--- config.mk ---
export PLATFORM = sky130hd
export DESIGN_NAME = ccs_regs
export DESIGN_NICKNAME = d
export VERILOG_FILES = /design/src/rtl/ccs_pkg.sv /design/src/rtl/ccs_sw_if.sv /design/src/rtl/ccs_div_seq.sv /design/src/rtl/ccs_regs.sv
export SDC_FILE = /design/constraint.sdc
export NUM_CORES = 1
export LEC_CHECK = 0
export BUFFER_PORTS_ARGS = -buffer_cell sky130_fd_sc_hd__clkbuf_2
export CORE_UTILIZATION = 52
export DETAILED_ROUTE_END_ITERATION = 10
export GPL_ROUTABILITY_DRIVEN = 0
export PLACE_DENSITY = 0.79
export SYNTH_ARGS = -nofsm -noshare
export SYNTH_HDL_FRONTEND = slang
export SYNTH_SLANG_ARGS = --single-unit
--- constraint.sdc ---
create_clock -name sys_clk -period 3.28 [get_ports sys_clk]
set_clock_uncertainty 0.2 [all_clocks]
set_input_delay 0.984 -clock sys_clk [delete_from_list [all_inputs] [get_ports sys_clk]]
set_output_delay 0.984 -clock sys_clk [all_outputs]
set_load 0.1 [all_outputs]
--- src/rtl/ccs_pkg.sv ---
// Constants, types and decode functions for the clock source select registers.
// Assumes byte-wide special function registers at 20-bit addresses.
`default_nettype none
package ccs_pkg;
    // Register addresses.
    localparam logic [19:0] FM_CLK_SEL_ADDR = 20'hf007a;
    localparam logic [19:0] FAST_DIV_ADDR = 20'hf00a8;
    localparam logic [19:0] SUBCLK_OPT_ADDR = 20'hf00f3;
    localparam logic [19:0] PLL_CTRL_ADDR = 20'hf02e5;
    localparam logic [19:0] MID_DIV_ADDR = 20'hf0df2;
    // Field positions.
    localparam int GATE_BIT = 7;
    localparam int LS_SEL_BIT = 4;
    localparam int PLL_RUN_BIT = 0;
    localparam int PLL_MULT_BIT = 1;
    localparam int PLL_REF_LSB = 2;
    localparam logic [7:0] SUBCLK_OPT_MASK = 8'h90;
    // Reset values.
    localparam logic [1:0] FM_CLK_SEL_RST = 2'h0;
    localparam logic [2:0] FAST_DIV_RST = 3'h0;
    localparam logic [7:0] SUBCLK_OPT_RST = 8'h00;
    localparam logic [1:0] PLL_REF_RST = 2'h0;
    localparam logic [1:0] MID_DIV_RST = 2'h0;
    // Special codes and the middle oscillator base frequency.
    localparam logic [1:0] PLL_REF_DIV6 = 2'h3;
    localparam logic [1:0] MID_DIV_BAD = 2'h3;
    localparam logic [15:0] MID_BASE_KHZ = 16'h0fa0;
    // Timing.
    localparam int SYS_CLK_NS = 100;
    localparam int PLL_LOCK_NS = 40000;
    localparam int PLL_LOCK_CYC = (PLL_LOCK_NS + SYS_CLK_NS - 1) / SYS_CLK_NS;
    localparam logic [1:0] OLD_CLKS = 2'h3;
    localparam logic [1:0] NEW_CLKS = 2'h3;

    typedef enum logic [1:0] {
        CCS_FM_HSYS = 2'h0,
        CCS_FM_MID = 2'h1,
        CCS_FM_FAST = 2'h2
    } ccs_fm_src_t;

    typedef enum logic [2:0] {
        CCS_ST_IDLE = 3'h1,
        CCS_ST_OLD = 3'h2,
        CCS_ST_NEW = 3'h4
    } ccs_seq_state_t;

    // Fast oscillator frequency in kHz for a code and range; zero when prohibited.
    function automatic logic [15:0] ccs_fast_khz(input logic range, input logic [2:0] code);
        logic [15:0] khz;
        khz = 16'h0000;
        case (code)
            3'h0: khz = range ? 16'h7d00 : 16'h5dc0;
            3'h1: khz = range ? 16'h3e80 : 16'h2ee0;
            3'h2: khz = range ? 16'h1f40 : 16'h1770;
            3'h3: khz = range ? 16'h0fa0 : 16'h0bb8;
            3'h4: khz = range ? 16'h07d0 : 16'h05dc;
            3'h5: khz = range ? 16'h03e8 : 16'h0000;
            default: khz = 16'h0000;
        endcase
        return khz;
    endfunction : ccs_fast_khz

    function automatic logic ccs_fast_ok(input logic range, input logic [2:0] code);
        return ccs_fast_khz(range, code) != 16'h0000;
    endfunction : ccs_fast_ok
endpackage : ccs_pkg
`default_nettype wire

--- src/rtl/ccs_sw_if.sv ---
// Link between the register block and the fast divider switch sequencer.
// Assumes both ends run on sys_clk.
`default_nettype none
interface ccs_sw_if;
    logic req;
    logic preset;
    logic [2:0] code;
    logic busy;
    logic hold;
    logic [2:0] active_code;
    modport ctrl (output req, output preset, output code, input busy, input hold,
        input active_code);
    modport seq (input req, input preset, input code, output busy, output hold,
        output active_code);
endinterface : ccs_sw_if
`default_nettype wire

--- src/rtl/ccs_div_seq.sv ---
// Sequencer that switches the fast oscillator divider code.
// Assumes fih_tick pulses once per fast oscillator clock, synchronous to sys_clk.
`default_nettype none
module ccs_div_seq
    import ccs_pkg::*;
(
    // Clock and reset.
    input wire logic sys_clk,
    input wire logic reset,
    // Fast oscillator clock edges.
    input wire logic fih_tick,
    // Register block side.
    ccs_sw_if.seq sw
);
    ccs_seq_state_t state_q;
    logic [1:0] cnt_q;
    logic [2:0] pend_q;
    logic hold_q;
    logic busy_q;
    logic [2:0] active_q;

    assign sw.hold = hold_q;
    assign sw.busy = busy_q;
    assign sw.active_code = active_q;

    // Old frequency runs three ticks, then the clock is held three new ticks.
    always_ff @(posedge sys_clk or posedge reset) begin
        if (reset) begin
            state_q <= CCS_ST_IDLE;
            cnt_q <= 2'h0;
            pend_q <= FAST_DIV_RST;
            hold_q <= 1'b0;
            busy_q <= 1'b0;
            active_q <= FAST_DIV_RST;
        end else if (sw.preset) begin
            active_q <= sw.code;
        end else begin
            case (state_q)
                CCS_ST_IDLE: begin
                    if (sw.req) begin
                        pend_q <= sw.code;
                        cnt_q <= 2'h0;
                        busy_q <= 1'b1;
                        state_q <= CCS_ST_OLD;
                    end
                end
                CCS_ST_OLD: begin
                    if (fih_tick) begin
                        cnt_q <= cnt_q + 2'h1;
                        if (cnt_q == OLD_CLKS - 2'h1) begin
                            cnt_q <= 2'h0;
                            hold_q <= 1'b1;
                            active_q <= pend_q;
                            state_q <= CCS_ST_NEW;
                        end
                    end
                end
                CCS_ST_NEW: begin
                    if (fih_tick) begin
                        cnt_q <= cnt_q + 2'h1;
                        if (cnt_q == NEW_CLKS - 2'h1) begin
                            cnt_q <= 2'h0;
                            hold_q <= 1'b0;
                            busy_q <= 1'b0;
                            state_q <= CCS_ST_IDLE;
                        end
                    end
                end
                default: begin
                    hold_q <= 1'b0;
                    busy_q <= 1'b0;
                    state_q <= CCS_ST_IDLE;
                end
            endcase
        end
    end
endmodule : ccs_div_seq
`default_nettype wire

--- src/rtl/ccs_regs.sv ---
// Clock source select registers: sub clock gating, low-speed source,
// fast and middle oscillator dividers, frequency meter source and PLL control.
// Assumes a byte-wide SFR port and status inputs synchronous to sys_clk.
//
// Functional notes
// - Gate bit set, CPU on sub clock, STOP or HALT: ungated peripherals lose sub clock.
// - Gate bit clear: sub clock keeps reaching peripherals in STOP or HALT.
// - Gate bit set with sub clock as subsystem source stops subsystem clock.
// - Low-speed select clear: timer group, meter trigger, buzzer use the sub clock.
// - Low-speed select set: timer group uses low-speed oscillator, buzzer output inhibited.
// - Setting low-speed select starts the low-speed on-chip oscillator.
// - Low-speed select set makes LCD internal boost unavailable.
// - Low-speed select change applies only while all fed peripherals are stopped; oscillator run and LCD boost availability follow the bit at once.
// - Fast divider comes from the boot option frequency field after reset.
// - Fast divider code maps to frequency by range bit; other codes prohibited.
// - Divider change: three old clocks, then hold three new clocks.
// - Middle divider codes give 4, 2, 1 MHz; code three prohibited.
// - Meter count clock: high-speed system, middle oscillator, or fast oscillator.
// - PLL reference divider code three divides fast oscillator by six.
// - PLL enable stops or runs the PLL; lock needs forty microseconds.
// - PLL multiplier value one gives multiply sixteen then divide two.
`default_nettype none
module ccs_regs (
    // Clock and reset.
    input wire logic sys_clk,
    input wire logic reset,
    // Special function register port.
    input wire logic [19:0] sfr_addr,
    input wire logic sfr_wr_en,
    input wire logic sfr_rd_en,
    input wire logic [7:0] sfr_wdata,
    output logic [7:0] sfr_rdata,
    // Boot option byte fields.
    input wire logic [2:0] opt_freq_field,
    input wire logic fast_osc_range_bit,
    // Operating state of the surrounding clock system.
    input wire logic cpu_on_subclk,
    input wire logic cpu_on_fast_osc,
    input wire logic stop_mode,
    input wire logic halt_mode,
    input wire logic subsystem_source_select,
    input wire logic lowspeed_users_idle,
    input wire logic fih_tick,
    // Sub clock and low-speed source controls.
    output logic periph_subclk_en,
    output logic subsys_clk_run,
    output logic lowspeed_use_losc,
    output logic fm_trigger_use_losc,
    output logic buzzer_clock_out_pin_inhibit,
    output logic losc_run,
    output logic lcd_boost_avail,
    // Fast and middle oscillator frequencies.
    output logic [15:0] fih_freq_khz,
    output logic cpu_clk_hold,
    output logic fih_switch_busy,
    output logic [15:0] mid_onchip_osc_clock_khz,
    // Frequency meter count source.
    output ccs_pkg::ccs_fm_src_t fm_count_src,
    // PLL controls.
    output logic pll_ref_div6,
    output logic pll_run,
    output logic pll_locked,
    output logic pll_mult_x8
);
    import ccs_pkg::*;

    ccs_sw_if sw ();

    ccs_div_seq u_seq (
        .sys_clk(sys_clk),
        .reset(reset),
        .fih_tick(fih_tick),
        .sw(sw.seq)
    );

    // Register storage.
    logic gate_q;
    logic ls_sel_q;
    logic ls_eff_q;
    logic [2:0] fast_div_q;
    logic range_q;
    logic boot_done_q;
    logic [1:0] mid_div_q;
    logic [1:0] fm_sel_q;
    logic [1:0] pll_ref_q;
    logic pll_mult_q;
    logic pll_run_q;
    logic [9:0] lock_cnt_q;
    logic req_q;

    // Output flops.
    logic [7:0] sfr_rdata_q;
    logic periph_subclk_en_q;
    logic subsys_clk_run_q;
    logic lowspeed_use_losc_q;
    logic fm_trigger_use_losc_q;
    logic buzzer_inhibit_q;
    logic losc_run_q;
    logic lcd_boost_avail_q;
    logic [15:0] fih_freq_khz_q;
    logic [15:0] mid_khz_q;
    ccs_fm_src_t fm_src_q;
    logic pll_locked_q;

    // Write decode.
    logic wr_subclk;
    logic wr_fast;
    logic wr_mid;
    logic wr_fm;
    logic wr_pll;
    logic fast_wr_ok;
    logic [1:0] pll_ref_wr;
    logic pll_mult_wr;

    assign wr_subclk = sfr_wr_en && (sfr_addr == SUBCLK_OPT_ADDR);
    assign wr_fast = sfr_wr_en && (sfr_addr == FAST_DIV_ADDR);
    assign wr_mid = sfr_wr_en && (sfr_addr == MID_DIV_ADDR);
    assign wr_fm = sfr_wr_en && (sfr_addr == FM_CLK_SEL_ADDR);
    assign wr_pll = sfr_wr_en && (sfr_addr == PLL_CTRL_ADDR);
    assign fast_wr_ok = cpu_on_fast_osc && !sw.busy && boot_done_q &&
        ccs_fast_ok(range_q, sfr_wdata[2:0]);
    assign pll_ref_wr = sfr_wdata[PLL_REF_LSB+1:PLL_REF_LSB];
    assign pll_mult_wr = sfr_wdata[PLL_MULT_BIT];

    assign sw.code = boot_done_q ? sfr_wdata[2:0] : opt_freq_field;
    assign sw.preset = !boot_done_q;
    assign sw.req = req_q;

    // Sub clock option register; only the gate and low-speed bits are stored.
    always_ff @(posedge sys_clk or posedge reset) begin
        if (reset) begin
            gate_q <= SUBCLK_OPT_RST[GATE_BIT];
            ls_sel_q <= SUBCLK_OPT_RST[LS_SEL_BIT];
        end else if (wr_subclk) begin
            gate_q <= sfr_wdata[GATE_BIT];
            ls_sel_q <= sfr_wdata[LS_SEL_BIT];
        end
    end

    // Low-speed selection reaches the peripherals only while they are all stopped.
    always_ff @(posedge sys_clk or posedge reset) begin
        if (reset) begin
            ls_eff_q <= SUBCLK_OPT_RST[LS_SEL_BIT];
        end else if (lowspeed_users_idle) begin
            ls_eff_q <= ls_sel_q;
        end
    end

    // Sub clock delivery in low-power states.
    always_ff @(posedge sys_clk or posedge reset) begin
        if (reset) begin
            periph_subclk_en_q <= 1'b1;
            subsys_clk_run_q <= 1'b1;
        end else begin
            periph_subclk_en_q <= !(gate_q && cpu_on_subclk && (stop_mode || halt_mode));
            subsys_clk_run_q <= !(gate_q && !subsystem_source_select);
        end
    end

    // Low-speed source effects.
    always_ff @(posedge sys_clk or posedge reset) begin
        if (reset) begin
            lowspeed_use_losc_q <= 1'b0;
            fm_trigger_use_losc_q <= 1'b0;
            buzzer_inhibit_q <= 1'b0;
            losc_run_q <= 1'b0;
            lcd_boost_avail_q <= 1'b1;
        end else begin
            lowspeed_use_losc_q <= ls_eff_q;
            fm_trigger_use_losc_q <= ls_eff_q;
            buzzer_inhibit_q <= ls_eff_q;
            losc_run_q <= ls_sel_q;
            lcd_boost_avail_q <= !ls_sel_q;
        end
    end

    // Boot load of the fast divider and range, one cycle after reset release.
    always_ff @(posedge sys_clk or posedge reset) begin
        if (reset) begin
            boot_done_q <= 1'b0;
            range_q <= 1'b0;
        end else if (!boot_done_q) begin
            boot_done_q <= 1'b1;
            range_q <= fast_osc_range_bit;
        end
    end

    // Fast divider register; prohibited codes and illegal moments are refused.
    always_ff @(posedge sys_clk or posedge reset) begin
        if (reset) begin
            fast_div_q <= FAST_DIV_RST;
            req_q <= 1'b0;
        end else if (!boot_done_q) begin
            fast_div_q <= opt_freq_field;
            req_q <= 1'b0;
        end else begin
            req_q <= wr_fast && fast_wr_ok;
            if (wr_fast && fast_wr_ok) begin
                fast_div_q <= sfr_wdata[2:0];
            end
        end
    end

    // Fast oscillator frequency follows the code the sequencer has applied.
    always_ff @(posedge sys_clk or posedge reset) begin
        if (reset) begin
            fih_freq_khz_q <= 16'h0000;
        end else begin
            fih_freq_khz_q <= ccs_fast_khz(range_q, sw.active_code);
        end
    end

    // Middle oscillator divider.
    always_ff @(posedge sys_clk or posedge reset) begin
        if (reset) begin
            mid_div_q <= MID_DIV_RST;
        end else if (wr_mid && (sfr_wdata[1:0] != MID_DIV_BAD)) begin
            mid_div_q <= sfr_wdata[1:0];
        end
    end

    always_ff @(posedge sys_clk or posedge reset) begin
        if (reset) begin
            mid_khz_q <= MID_BASE_KHZ;
        end else begin
            mid_khz_q <= MID_BASE_KHZ >> mid_div_q;
        end
    end

    // Frequency meter count clock select.
    always_ff @(posedge sys_clk or posedge reset) begin
        if (reset) begin
            fm_sel_q <= FM_CLK_SEL_RST;
        end else if (wr_fm) begin
            fm_sel_q <= sfr_wdata[1:0];
        end
    end

    always_ff @(posedge sys_clk or posedge reset) begin
        if (reset) begin
            fm_src_q <= CCS_FM_HSYS;
        end else if (fm_sel_q[1]) begin
            fm_src_q <= CCS_FM_FAST;
        end else if (fm_sel_q[0]) begin
            fm_src_q <= CCS_FM_MID;
        end else begin
            fm_src_q <= CCS_FM_HSYS;
        end
    end

    // PLL control; only reference code three and multiplier value one are taken, so neither can be cleared by a write.
    always_ff @(posedge sys_clk or posedge reset) begin
        if (reset) begin
            pll_ref_q <= PLL_REF_RST;
            pll_mult_q <= 1'b0;
            pll_run_q <= 1'b0;
        end else if (wr_pll) begin
            pll_run_q <= sfr_wdata[PLL_RUN_BIT];
            if (pll_ref_wr == PLL_REF_DIV6) begin
                pll_ref_q <= pll_ref_wr;
            end
            if (pll_mult_wr) begin
                pll_mult_q <= 1'b1;
            end
        end
    end

    // Lock timer: counts while the PLL runs, restarts when it stops.
    always_ff @(posedge sys_clk or posedge reset) begin
        if (reset) begin
            lock_cnt_q <= 10'h000;
            pll_locked_q <= 1'b0;
        end else if (!pll_run_q) begin
            lock_cnt_q <= 10'h000;
            pll_locked_q <= 1'b0;
        end else if (lock_cnt_q == 10'(PLL_LOCK_CYC - 1)) begin
            pll_locked_q <= 1'b1;
        end else begin
            lock_cnt_q <= lock_cnt_q + 10'h001;
        end
    end

    // Read data; reserved bits and unmapped addresses read zero.
    always_ff @(posedge sys_clk or posedge reset) begin
        if (reset) begin
            sfr_rdata_q <= 8'h00;
        end else if (sfr_rd_en) begin
            case (sfr_addr)
                SUBCLK_OPT_ADDR: begin
                    sfr_rdata_q <= {gate_q, 2'h0, ls_sel_q, 4'h0} & SUBCLK_OPT_MASK;
                end
                FAST_DIV_ADDR: begin
                    sfr_rdata_q <= {5'h00, fast_div_q};
                end
                MID_DIV_ADDR: begin
                    sfr_rdata_q <= {6'h00, mid_div_q};
                end
                FM_CLK_SEL_ADDR: begin
                    sfr_rdata_q <= {6'h00, fm_sel_q};
                end
                PLL_CTRL_ADDR: begin
                    sfr_rdata_q <= {4'h0, pll_ref_q, pll_mult_q, pll_run_q};
                end
                default: begin
                    sfr_rdata_q <= 8'h00;
                end
            endcase
        end
    end

    // Outputs.
    assign sfr_rdata = sfr_rdata_q;
    assign periph_subclk_en = periph_subclk_en_q;
    assign subsys_clk_run = subsys_clk_run_q;
    assign lowspeed_use_losc = lowspeed_use_losc_q;
    assign fm_trigger_use_losc = fm_trigger_use_losc_q;
    assign buzzer_clock_out_pin_inhibit = buzzer_inhibit_q;
    assign losc_run = losc_run_q;
    assign lcd_boost_avail = lcd_boost_avail_q;
    assign fih_freq_khz = fih_freq_khz_q;
    assign cpu_clk_hold = sw.hold;
    assign fih_switch_busy = sw.busy;
    assign mid_onchip_osc_clock_khz = mid_khz_q;
    assign fm_count_src = fm_src_q;
    assign pll_ref_div6 = (pll_ref_q == PLL_REF_DIV6);
    assign pll_run = pll_run_q;
    assign pll_locked = pll_locked_q;
    assign pll_mult_x8 = pll_mult_q;
endmodule : ccs_regs
`default_nettype wire

==> flow_metrics.py, run 1 <==
metrics = {
    "timing": {
        "totalNegativeSetupSlack_ps": 0,
        "report.final.slew_viol_count": 0,
        "finalSetupViolations": 0,
        "final_hold_viol_count": 0,
        "layout_worst_path_cycle_share": 0.805,
        "max-slew-margin-rel": 0.562,
        "min_period_ps": 2640,
        "worst_pin_slew_ps": 655,
        "fmax_ghz": 0.379,
        "unrepaired_setup_endpoints_after_global_routing": "no",
        "final_critical_path_setup_slack_ps": 641,
    },
    "layout": {
        "area.growth.synth_to_final_pct": 18.0,
        "sequential_cell_area_um2": 1890,
        "multi_input_comb_area_um2": 1480,
        "insertedDiodeCount": 0,
        "layout-drive-gt1-share": 0.333,
        "layout_common_cells": "82 x clkbuf_2, 67 x dfrtp_1, 26 x nor2_1",
        "finish.utilization": 0.646,
        "num-nets-final": 453,
        "fillerInstances": 531,
        "most_common_library_cell_in_the_layout_ignoring_fill_and_taps": "clkbuf_2",
    },
    "global_route": {
        "grt_overflow": 0,
        "grt_start_max_net_pins": 35,
        "grt_util_all_layers": 0.205,
        "number_of_antenna_violations_at_the_first_check_in_global_routing": 0,
        "grt_first_pass_wirelength_um": 11500,
        "via_count_of_the_first_global_routing_pass": 2510,
    },
    "yosys": {
        "post_synthesis_cell_area_um2": 3530,
        "async_reset_ff_frac": 1.00,
        "synth.avg_cell_area_um2": 10.8,
        "sequential_area_share_after_synthesis": 0.534,
        "syn_inst": 328,
        "number_of_synthesized_register_bits": 75,
        "postSynth.topFlopCell": "dfrtp_1",
        "synth_enable_flop_cells": 0,
        "yosysUniqueCellTypes": 58,
        "yosys_warnings": 0,
    },
    "worst_setup_path": {
        "worstPathCellList": "clkbuf_2",
        "r2r_start": "range_q$_DFFE_PP0N_",
        "worstSetupStartpoint": "pll_run$_DFFE_PP0P_",
        "cp_top_family": "flip-flops",
        "worst_setup_ep_type": "output pin",
        "max_stage_delay_ps": 580,
        "cpMaxStageDelayCell": "dfrtp_1",
        "critPathMaxFanout": 14,
        "worst_setup_path_start_kind": "flip-flop",
        "worst-setup-path-type": "flip-flop to output pin",
        "worst-endpoint-arrival_ps": 1450,
        "path_buf_inv": 1,
        "crit_required_ps": 2100,
    },
    "die": {
        "die_w_um": 84.4,
        "core_um2": 6460,
        "num_io_pins": 98,
        "initial_core_util": 0.547,
        "fp.dieH_um": 84.4,
        "fp-row-count": 29,
        "design.die.area_um2": 7130,
    },
    "clock_network": {
        "tritoncts.num_buffers": 9,
        "clk_pin_slew_ps": 80,
        "max-clock-path-buffers": 2,
        "postCtsResizedCells": 0,
        "worstSkewPairLatency_ps": 350,
        "cts.sink_count": 75,
        "tritoncts": "built",
        "clock_tree.root_cell": "clkbuf_8",
        "postCtsSetupBuffers": 0,
        "h_tree_depth": 3,
        "cts_hold_repair.buffers": 0,
    },
    "power_and_ir_drop": {
        "power.ir.vdd_worst_mv": 0.273,
        "cell_area_power_density_nw_per_um2": 499,
        "cellLeakagePower_nw": 2.05,
    },
    "detailed_routing": {
        "drc": 5,
        "routed_wirelength_um": 6900,
        "via_count": 2649,
        "final_antenna_net_count": 0,
        "detail_route.wl_per_cell_um": 14.1,
        "drt-pass1-iter-count": 9,
        "post_drt_via_cell_ratio": 5.40,
        "initialDrtViolationCount": 121,
    },
    "placement": {
        "dp_worst_setup_slack_ps": 563,
        "io_buffer_count": 82,
        "dp_hpwl_um": 5070,
    },
    "min_path": {
        "min_path_type": "flip-flop to flip-flop",
        "min-delay-start": "ls_eff_q$_DFFE_PP0P_",
    },
    "outcome": {
        "status": "finished with violations",
        "failed_checks": "design-rule violations",
    },
    "run": {
        "max-cap-violations": 0,
    },
}
==> path summary, 6_finish.rpt <==
kind	slack, ps	endpoint	cells after the start
worst max-delay path	640	pll_run	1
worst min-delay path	190	buzzer_clock_out_pin_inhibit$_DFF_PP0_	0
worst max register to register	1320	fast_div_q[2]$_DFFE_PP0P_	5
worst min register to register	190	buzzer_clock_out_pin_inhibit$_DFF_PP0_	0
max in group asynchronous	1660	lcd_boost_avail$_DFF_PP1_	3
min in group asynchronous	510	fm_count_src[0]$_DFF_PP0_	2
==> state kept, by name (all words and copies together) (netlist names), 2 cells and up <==
register                  count
fih_freq_khz                 13
lock_cnt_q                   10
mid_onchip_osc_clock_khz      8
sfr_rdata                     6
fast_div_q                    3
u_seq.pend_q                  3
u_seq.state_q                 3
u_seq.sw.active_code          3
fm_count_src                  2
fm_sel_q                      2
mid_div_q                     2
pll_ref_q                     2
u_seq.cnt_q                   2
==> routing by layer <==
| layer | global-route usage | share of wire | vias up |
|---|---|---|---|
| li1 | - | - | 1291 |
| met1 | 0.269 | 0.45 | 1278 |
| met2 | 0.338 | 0.50 | 74 |
| met3 | 0.0413 | 0.040 | 6 |
| met4 | 0.0847 | 0.0091 | 0 |
| met5 | 0 | 0 | - |
==> through the flow <==
step           area [um^2]  cells  hold slack, ps  power, mW
6_report              4170    491             188       2.08
5_1_grt               4170    491             200       2.16
4_1_cts               4170    491             193       2.10
3_5_place_dp          3960    475             173       1.36
3_3_place_gp          3960    475             157       1.35
2_1_floorplan         3580    340             150       1.29
==> cell usage after synthesis (all sizes together) (2+ instances only) <==
| master | n | share of area |
|---|---|---|
| nor3b | 3 | 0.0096 |
| nor2b | 8 | 0.014 |
| a21boi | 5 | 0.011 |
| buf | 16 | 0.033 |
| nor4 | 3 | 0.0096 |
| a22o | 2 | 0.0050 |
| o31ai | 2 | 0.0081 |
| xnor2 | 4 | 0.0099 |
| nor3 | 11 | 0.023 |
| a21oi | 18 | 0.025 |
| inv | 14 | 0.015 |
| nand2b | 8 | 0.014 |
| clkbuf | 11 | 0.012 |
| nor4b | 3 | 0.012 |
| nand4 | 9 | 0.020 |
| a31oi | 3 | 0.0053 |
| a22oi | 2 | 0.0042 |
| or2 | 2 | 0.0035 |
| and3 | 5 | 0.0089 |
| o2bb2ai | 2 | 0.0050 |
| o21a | 2 | 0.0042 |
| nand3 | 6 | 0.0085 |
| o22ai | 2 | 0.0035 |
| mux2i | 5 | 0.014 |
| nand2 | 21 | 0.023 |
| nor2 | 26 | 0.028 |
| conb | 2 | 0.0021 |
| dfrtp | 67 | 0.47 |
| o21ai | 16 | 0.023 |
| and2 | 8 | 0.014 |
| a211oi | 2 | 0.0042 |
| dfstp | 8 | 0.059 |
| or3 | 3 | 0.0053 |
| mux2 | 15 | 0.048 |
==> power by group <==
part	total (mW)	switching, mW	internal (mW)	leakage (nW)
registers	0.977	0.0235	0.953	0.966
clock network	0.741	0.361	0.380	0.0999
logic	0.361	0.294	0.0677	0.986
total	2.08	0.679	1.40	2.05
==> cell families after synthesis <==
family,share of synthesized area
XOR/XNOR,0.0124
adder cells (fa/ha/maj),0.00354
buffers and inverters,0.0598
flip-flops,0.534
multiplexers,0.0620
AND/OR/NAND/NOR,0.209
AO/OA/AOI/OAI,0.117
other,0.00213
==> area by class of cell <==
cell class | count | share of cell area
Inverter | 14 | 0.0126
Tap cell | 77 | 0.0231
Timing Repair Buffer | 85 | 0.107
Clock inverter | 6 | 0.0171
Clock buffer | 10 | 0.0330
Multi-Input combinational cell | 224 | 0.355
Sequential cell | 75 | 0.452
(Power assumes the default switching activity.)
==> inputs of run 2 (changes only) <==
--- a/config.mk
+++ b/config.mk
@@ -6,10 +6,10 @@
 export NUM_CORES = 1
 export LEC_CHECK = 0
 export BUFFER_PORTS_ARGS = -buffer_cell sky130_fd_sc_hd__clkbuf_2
-export CORE_UTILIZATION = 52
+export CORE_UTILIZATION = 47
 export DETAILED_ROUTE_END_ITERATION = 10
 export GPL_ROUTABILITY_DRIVEN = 0
-export PLACE_DENSITY = 0.79
+export PLACE_DENSITY = 0.76
 export SYNTH_ARGS = -nofsm -noshare
 export SYNTH_HDL_FRONTEND = slang
 export SYNTH_SLANG_ARGS = --single-unit
==> constraint.sdc (replaced) <==
create_clock -name sys_clk -period 2.3 [get_ports sys_clk]
set_clock_uncertainty 0.2 [all_clocks]
set_input_delay 0.69 -clock sys_clk [delete_from_list [all_inputs] [get_ports sys_clk]]
set_output_delay 0.69 -clock sys_clk [all_outputs]
set_load 0.1 [all_outputs]
==> flow_metrics.py, run 2 (synthesis gave the netlist of run 1 again) <==
metrics = {
    "timing": {
        "fmax_ghz": 0.452,
        "report.final.slew_viol_count": 0,
        "max-slew-margin-rel": 0.629,
        "min_period_ps": 2210,
        "unrepaired_setup_endpoints_after_global_routing": "no",
        "finalSetupViolations": 0,
        "final_critical_path_setup_slack_ps": 88.6,
        "layout_worst_path_cycle_share": 0.961,
        "totalNegativeSetupSlack_ps": 0,
        "final_hold_viol_count": 0,
        "worst_pin_slew_ps": 560,
    },
    "worst_setup_path": {
        "cp_num_cells": 1,
        "crit_required_ps": 1410,
        "critPathMaxFanout": 1,
        "worst_setup_path_start_kind": "flip-flop",
        "cpMaxStageDelayCell": "dfstp_2",
        "worst-endpoint-arrival_ps": 1320,
        "worst-setup-path-type": "flip-flop to output pin",
        "worstPathCellList": "clkbuf_2",
        "max_stage_delay_ps": 530,
        "cp_top_family": "flip-flops",
        "r2r_start": "range_q$_DFFE_PP0N_",
        "ff2ff_path_depth": 5,
        "worst_setup_ep_type": "output pin",
        "path_buf_inv": 1,
        "worstSetupStartpoint": "lcd_boost_avail$_DFF_PP1_",
    },
    "layout": {
        "most_common_library_cell_in_the_layout_ignoring_fill_and_taps": "clkbuf_2",
        "num-nets-final": 464,
        "insertedDiodeCount": 0,
        "layout_common_cells": "81 x clkbuf_2, 67 x dfrtp_1, 26 x nor2_1",
        "layout-drive-gt1-share": 0.351,
        "finish.utilization": 0.593,
        "stdcell_count": 524,
        "area.growth.synth_to_final_pct": 21.7,
        "largest_reg_flops": 13,
    },
    "detailed_routing": {
        "drc": 0,
        "drt-pass1-iter-count": 4,
        "final_antenna_net_count": 0,
        "detail_route.wl_per_cell_um": 13.2,
        "post_drt_via_cell_ratio": 5.05,
        "initialDrtViolationCount": 69,
        "via_count": 2646,
        "routed_wirelength_um": 6920,
    },
    "die": {
        "num_io_pins": 98,
        "core_um2": 7250,
        "fp.dieH_um": 88.7,
        "die_w_um": 88.7,
        "fp-row-count": 31,
        "design.die.area_um2": 7870,
        "initial_core_util": 0.487,
    },
    "clock_network": {
        "cts_hold_repair.buffers": 0,
        "tritoncts": "built",
        "postCtsSetupBuffers": 0,
        "h_tree_depth": 3,
        "cts.sink_count": 75,
        "max-clock-path-buffers": 2,
        "clock_tree.root_cell": "clkbuf_8",
        "postCtsResizedCells": 0,
        "tritoncts.num_buffers": 9,
        "clk_pin_slew_ps": 80,
        "worstSkewPairLatency_ps": 340,
    },
    "placement": {
        "io_buffer_count": 82,
        "dp_worst_setup_slack_ps": -26.2,
        "placed_cells": 508,
        "dp_hpwl_um": 5210,
    },
    "power_and_ir_drop": {
        "overall_power_after_layout_mw": 3.04,
        "cell_area_power_density_nw_per_um2": 706,
        "power.ir.vdd_worst_mv": 0.305,
        "cellLeakagePower_nw": 2.12,
    },
    "global_route": {
        "via_count_of_the_first_global_routing_pass": 2490,
        "grt_start_max_net_pins": 41,
        "grt_overflow": 0,
        "number_of_antenna_violations_at_the_first_check_in_global_routing": 0,
        "grt_first_pass_wirelength_um": 11200,
        "grt_util_all_layers": 0.191,
    },
    "outcome": {
        "status": "finished, final reports clean",
    },
    "min_path": {
        "min_path_type": "input port to asynchronous set/reset pin",
    },
    "run": {
        "max-cap-violations": 0,
    },
}
==> run 2: cell types whose count changed in the layout (fill, tap and decap cells not counted) <==
| cell | delta |
|---|---|
| clkinv_2 | +1 |
| clkbuf_2 | -1 |
| inv_6 | -1 |
| clkinvlp_4 | -1 |
| buf_4 | +12 |
| clkbuf_8 | -1 |
| inv_2 | -1 |
| clkinv_4 | +2 |
| bufinv_16 | +1 |
==> run 2: path summary, 6_finish.rpt <==
check                                                         end  slack, ps
max                                               lcd_boost_avail         90
min                                    fih_freq_khz[14]$_DFF_PP0_        140
max reg2reg                             fast_div_q[0]$_DFFE_PP0P_        310
min reg2reg                buzzer_clock_out_pin_inhibit$_DFF_PP0_        190
max in group asynchronous  mid_onchip_osc_clock_khz[10]$_DFF_PP1_       1150
min in group sys_clk       buzzer_clock_out_pin_inhibit$_DFF_PP0_        190
==> run 2: per-layer routing <==
| metal | track usage | wire (um) | vias up |
|---|---|---|---|
| met5 | 0 | 0 | - |
| met4 | 0.0880 | 111 | 0 |
| met3 | 0.0448 | 316 | 10 |
| met2 | 0.319 | 3420 | 80 |
| met1 | 0.236 | 3070 | 1249 |
| li1 | - | - | 1307 |
==> run 2: layout make-up <==
class                           count  area [um^2]
Clock buffer                        9          124
Clock inverter                      7          100
Sequential cell                    75         1890
Timing Repair Buffer               96          531
Tap cell                           99          124
Fill cell                         629         2950
Multi-Input combinational cell    224         1480
Inverter                           14         56.3
==> run 2: report_power, final <==
part,total (mW),internal [mW],switching [mW],leakage (nW)
clock,1.13,0.620,0.505,0.114
combinational,0.517,0.104,0.414,1.04
sequential,1.40,1.36,0.0361,0.966
total,3.04,2.08,0.955,2.12
==> run 2: through the flow <==
stage               instance area [um^2]  hold slack, ps
floorplan                           3580             150
detailed placement                  4080             166
global route                        4300             149
global placement                    4080             158
finish                              4300             139
CTS                                 4300             136
==> inputs of run 3 (changes only) <==
==> constraint.sdc (replaced) <==
create_clock -name sys_clk -period 2.3 [get_ports sys_clk]
set_clock_uncertainty 0.2 [all_clocks]
set_input_delay 0.23 -clock sys_clk [delete_from_list [all_inputs] [get_ports sys_clk]]
set_output_delay 0.23 -clock sys_clk [all_outputs]
set_load 0.1 [all_outputs]
==> flow_metrics.py, run 3 (synthesis gave the netlist of run 1 again) <==
metrics = {
    "min_path": {
        "min_path_type": "input port to flip-flop",
    },
    "clock_network": {
        "postCtsResizedCells": 0,
        "clk_pin_slew_ps": 80,
        "h_tree_depth": 3,
        "cts.sink_count": 75,
        "tritoncts": "built",
        "tritoncts.num_buffers": 9,
        "clock_tree.root_cell": "clkbuf_8",
        "worstSkewPairLatency_ps": 350,
        "max-clock-path-buffers": 2,
    },
    "layout": {
        "area.growth.synth_to_final_pct": 24.5,
        "insertedDiodeCount": 0,
        "multi_input_comb_area_um2": 1480,
        "most_common_library_cell_in_the_layout_ignoring_fill_and_taps": "clkbuf_2",
        "num-nets-final": 469,
        "stdcell_count": 529,
        "layout_common_cells": "82 x clkbuf_2, 67 x dfrtp_1, 26 x nor2_1",
        "sequential_cell_area_um2": 1890,
        "fillerInstances": 626,
        "largest_reg_flops": 13,
        "layout-drive-gt1-share": 0.323,
    },
    "placement": {
        "dp_hpwl_um": 5060,
        "placed_cells": 498,
        "dp_worst_setup_slack_ps": 329,
        "io_buffer_count": 82,
    },
    "worst_setup_path": {
        "max_stage_delay_ps": 540,
        "worst_setup_path_start_kind": "input port",
        "worst-setup-path-type": "input port to flip-flop",
        "critPathMaxFanout": 5,
        "crit_required_ps": 2340,
        "worstPathCellList": "dlygate4sd3_1, clkbuf_2, nor2b_1, o21ai_0, nand4_1, o31ai_4, mux2_2",
        "worst-endpoint-arrival_ps": 2120,
        "cpMaxStageDelayCell": "dlygate4sd3_1",
        "worst_setup_ep_type": "flip-flop",
    },
    "timing": {
        "layout_worst_path_cycle_share": 0.905,
        "unrepaired_setup_endpoints_after_global_routing": "no",
        "final_hold_viol_count": 0,
        "finalSetupViolations": 0,
        "fmax_ghz": 0.480,
        "totalNegativeSetupSlack_ps": 0,
        "report.final.slew_viol_count": 0,
        "worst_pin_slew_ps": 567,
        "max-slew-margin-rel": 0.622,
        "min_period_ps": 2080,
        "final_critical_path_setup_slack_ps": 218,
    },
    "detailed_routing": {
        "initialDrtViolationCount": 109,
        "routed_wirelength_um": 6960,
        "via_count": 2651,
        "drt-pass1-iter-count": 4,
        "post_drt_via_cell_ratio": 5.01,
        "final_antenna_net_count": 0,
        "detail_route.wl_per_cell_um": 13.2,
        "drc": 0,
    },
    "run": {
        "max-cap-violations": 0,
    },
    "global_route": {
        "number_of_antenna_violations_at_the_first_check_in_global_routing": 0,
        "grt_overflow": 0,
        "grt_first_pass_wirelength_um": 11300,
        "grt_start_max_net_pins": 38,
        "grt_util_all_layers": 0.193,
        "via_count_of_the_first_global_routing_pass": 2442,
    },
    "power_and_ir_drop": {
        "power.ir.vdd_worst_mv": 0.293,
        "cellLeakagePower_nw": 2.13,
        "cell_area_power_density_nw_per_um2": 721,
    },
    "die": {
        "design.die.area_um2": 7870,
        "core_um2": 7250,
        "num_io_pins": 98,
        "initial_core_util": 0.487,
        "fp.dieH_um": 88.7,
        "fp-row-count": 31,
        "die_w_um": 88.7,
    },
    "outcome": {
        "status": "finished, final reports clean",
    },
}
-- run 3: cell types whose count changed in the layout (fill, tap and decap cells not counted) --
cell,before,now
buf_4,14,3
bufinv_16,2,3
clkinv_4,2,3
dlygate4sd3_1,0,15
clkbuf_2,81,82
clkinv_2,1,0
inv_6,2,1
-- run 3: through the flow --
stage	total power [mW]	hold slack (ps)	utilization	instance area (um^2)
after floorplan	1.84	106	-	3580
after global placement	1.93	100	0.551	4000
after detailed placement	1.94	101	0.551	4000
after CTS	3.19	0.627	0.607	4400
after global routing	3.28	5.37	0.607	4400
final	3.17	3.00	0.607	4400
-- run 3: area by class of cell --
class / count / share of cell area
multi-input combinational: 224 / 0.336
tap: 99 / 0.0282
sequential: 75 / 0.429
timing repair buffer: 101 / 0.137
clock inverter: 7 / 0.0284
clock buffer: 9 / 0.0282
inverter: 14 / 0.0128
-- run 3: path summary, 6_finish.rpt --
path | to | slack [ps] | from | cells past startpoint
max reg2reg | fast_div_q[2]$_DFFE_PP0P_ | 310 | range_q$_DFFE_PP0N_ | 5
min | req_q$_DFF_PP0_ | 3 | cpu_on_fast_osc | 3
max in group asynchronous | subsys_clk_run$_DFF_PP1_ | 990 | reset | 4
max | fast_div_q[2]$_DFFE_PP0P_ | 220 | sfr_wdata[0] | 7
min reg2reg | buzzer_clock_out_pin_inhibit$_DFF_PP0_ | 180 | ls_eff_q$_DFFE_PP0P_ | 0
min in group asynchronous | mid_onchip_osc_clock_khz[6]$_DFF_PP0_ | 270 | reset | 3
-- run 3: routing by layer --
metal,vias to the layer above,global-route usage,wire [um]
met4,0,0.0909,172
met3,13,0.0616,364
met5,-,0,0
met2,76,0.310,3290
li1,1322,-,-
met1,1240,0.239,3140
-- run 3: timing repair --
item | 4_1_cts | 5_1_grt
hold endpoints to repair | 34 | 0
buffers inserted | 0 | 0
setup endpoints to repair | 0 | 0
hold buffers | 15 | 0
-- run 3: where the power goes --
group / internal [mW] / leakage (nW) / total (mW) / switching [mW]
combinational: 0.112 / 1.04 / 0.533 / 0.421
sequential: 1.36 / 0.966 / 1.39 / 0.0329
clock: 0.730 / 0.124 / 1.24 / 0.515
total: 2.20 / 2.13 / 3.17 / 0.969
-- run 3: critical path: cells and delay by family --
family / cells / cell delay, ps
simple gates: 2 / 340
compound gates: 2 / 490
buf+inv: 2 / 690
mux: 1 / 370
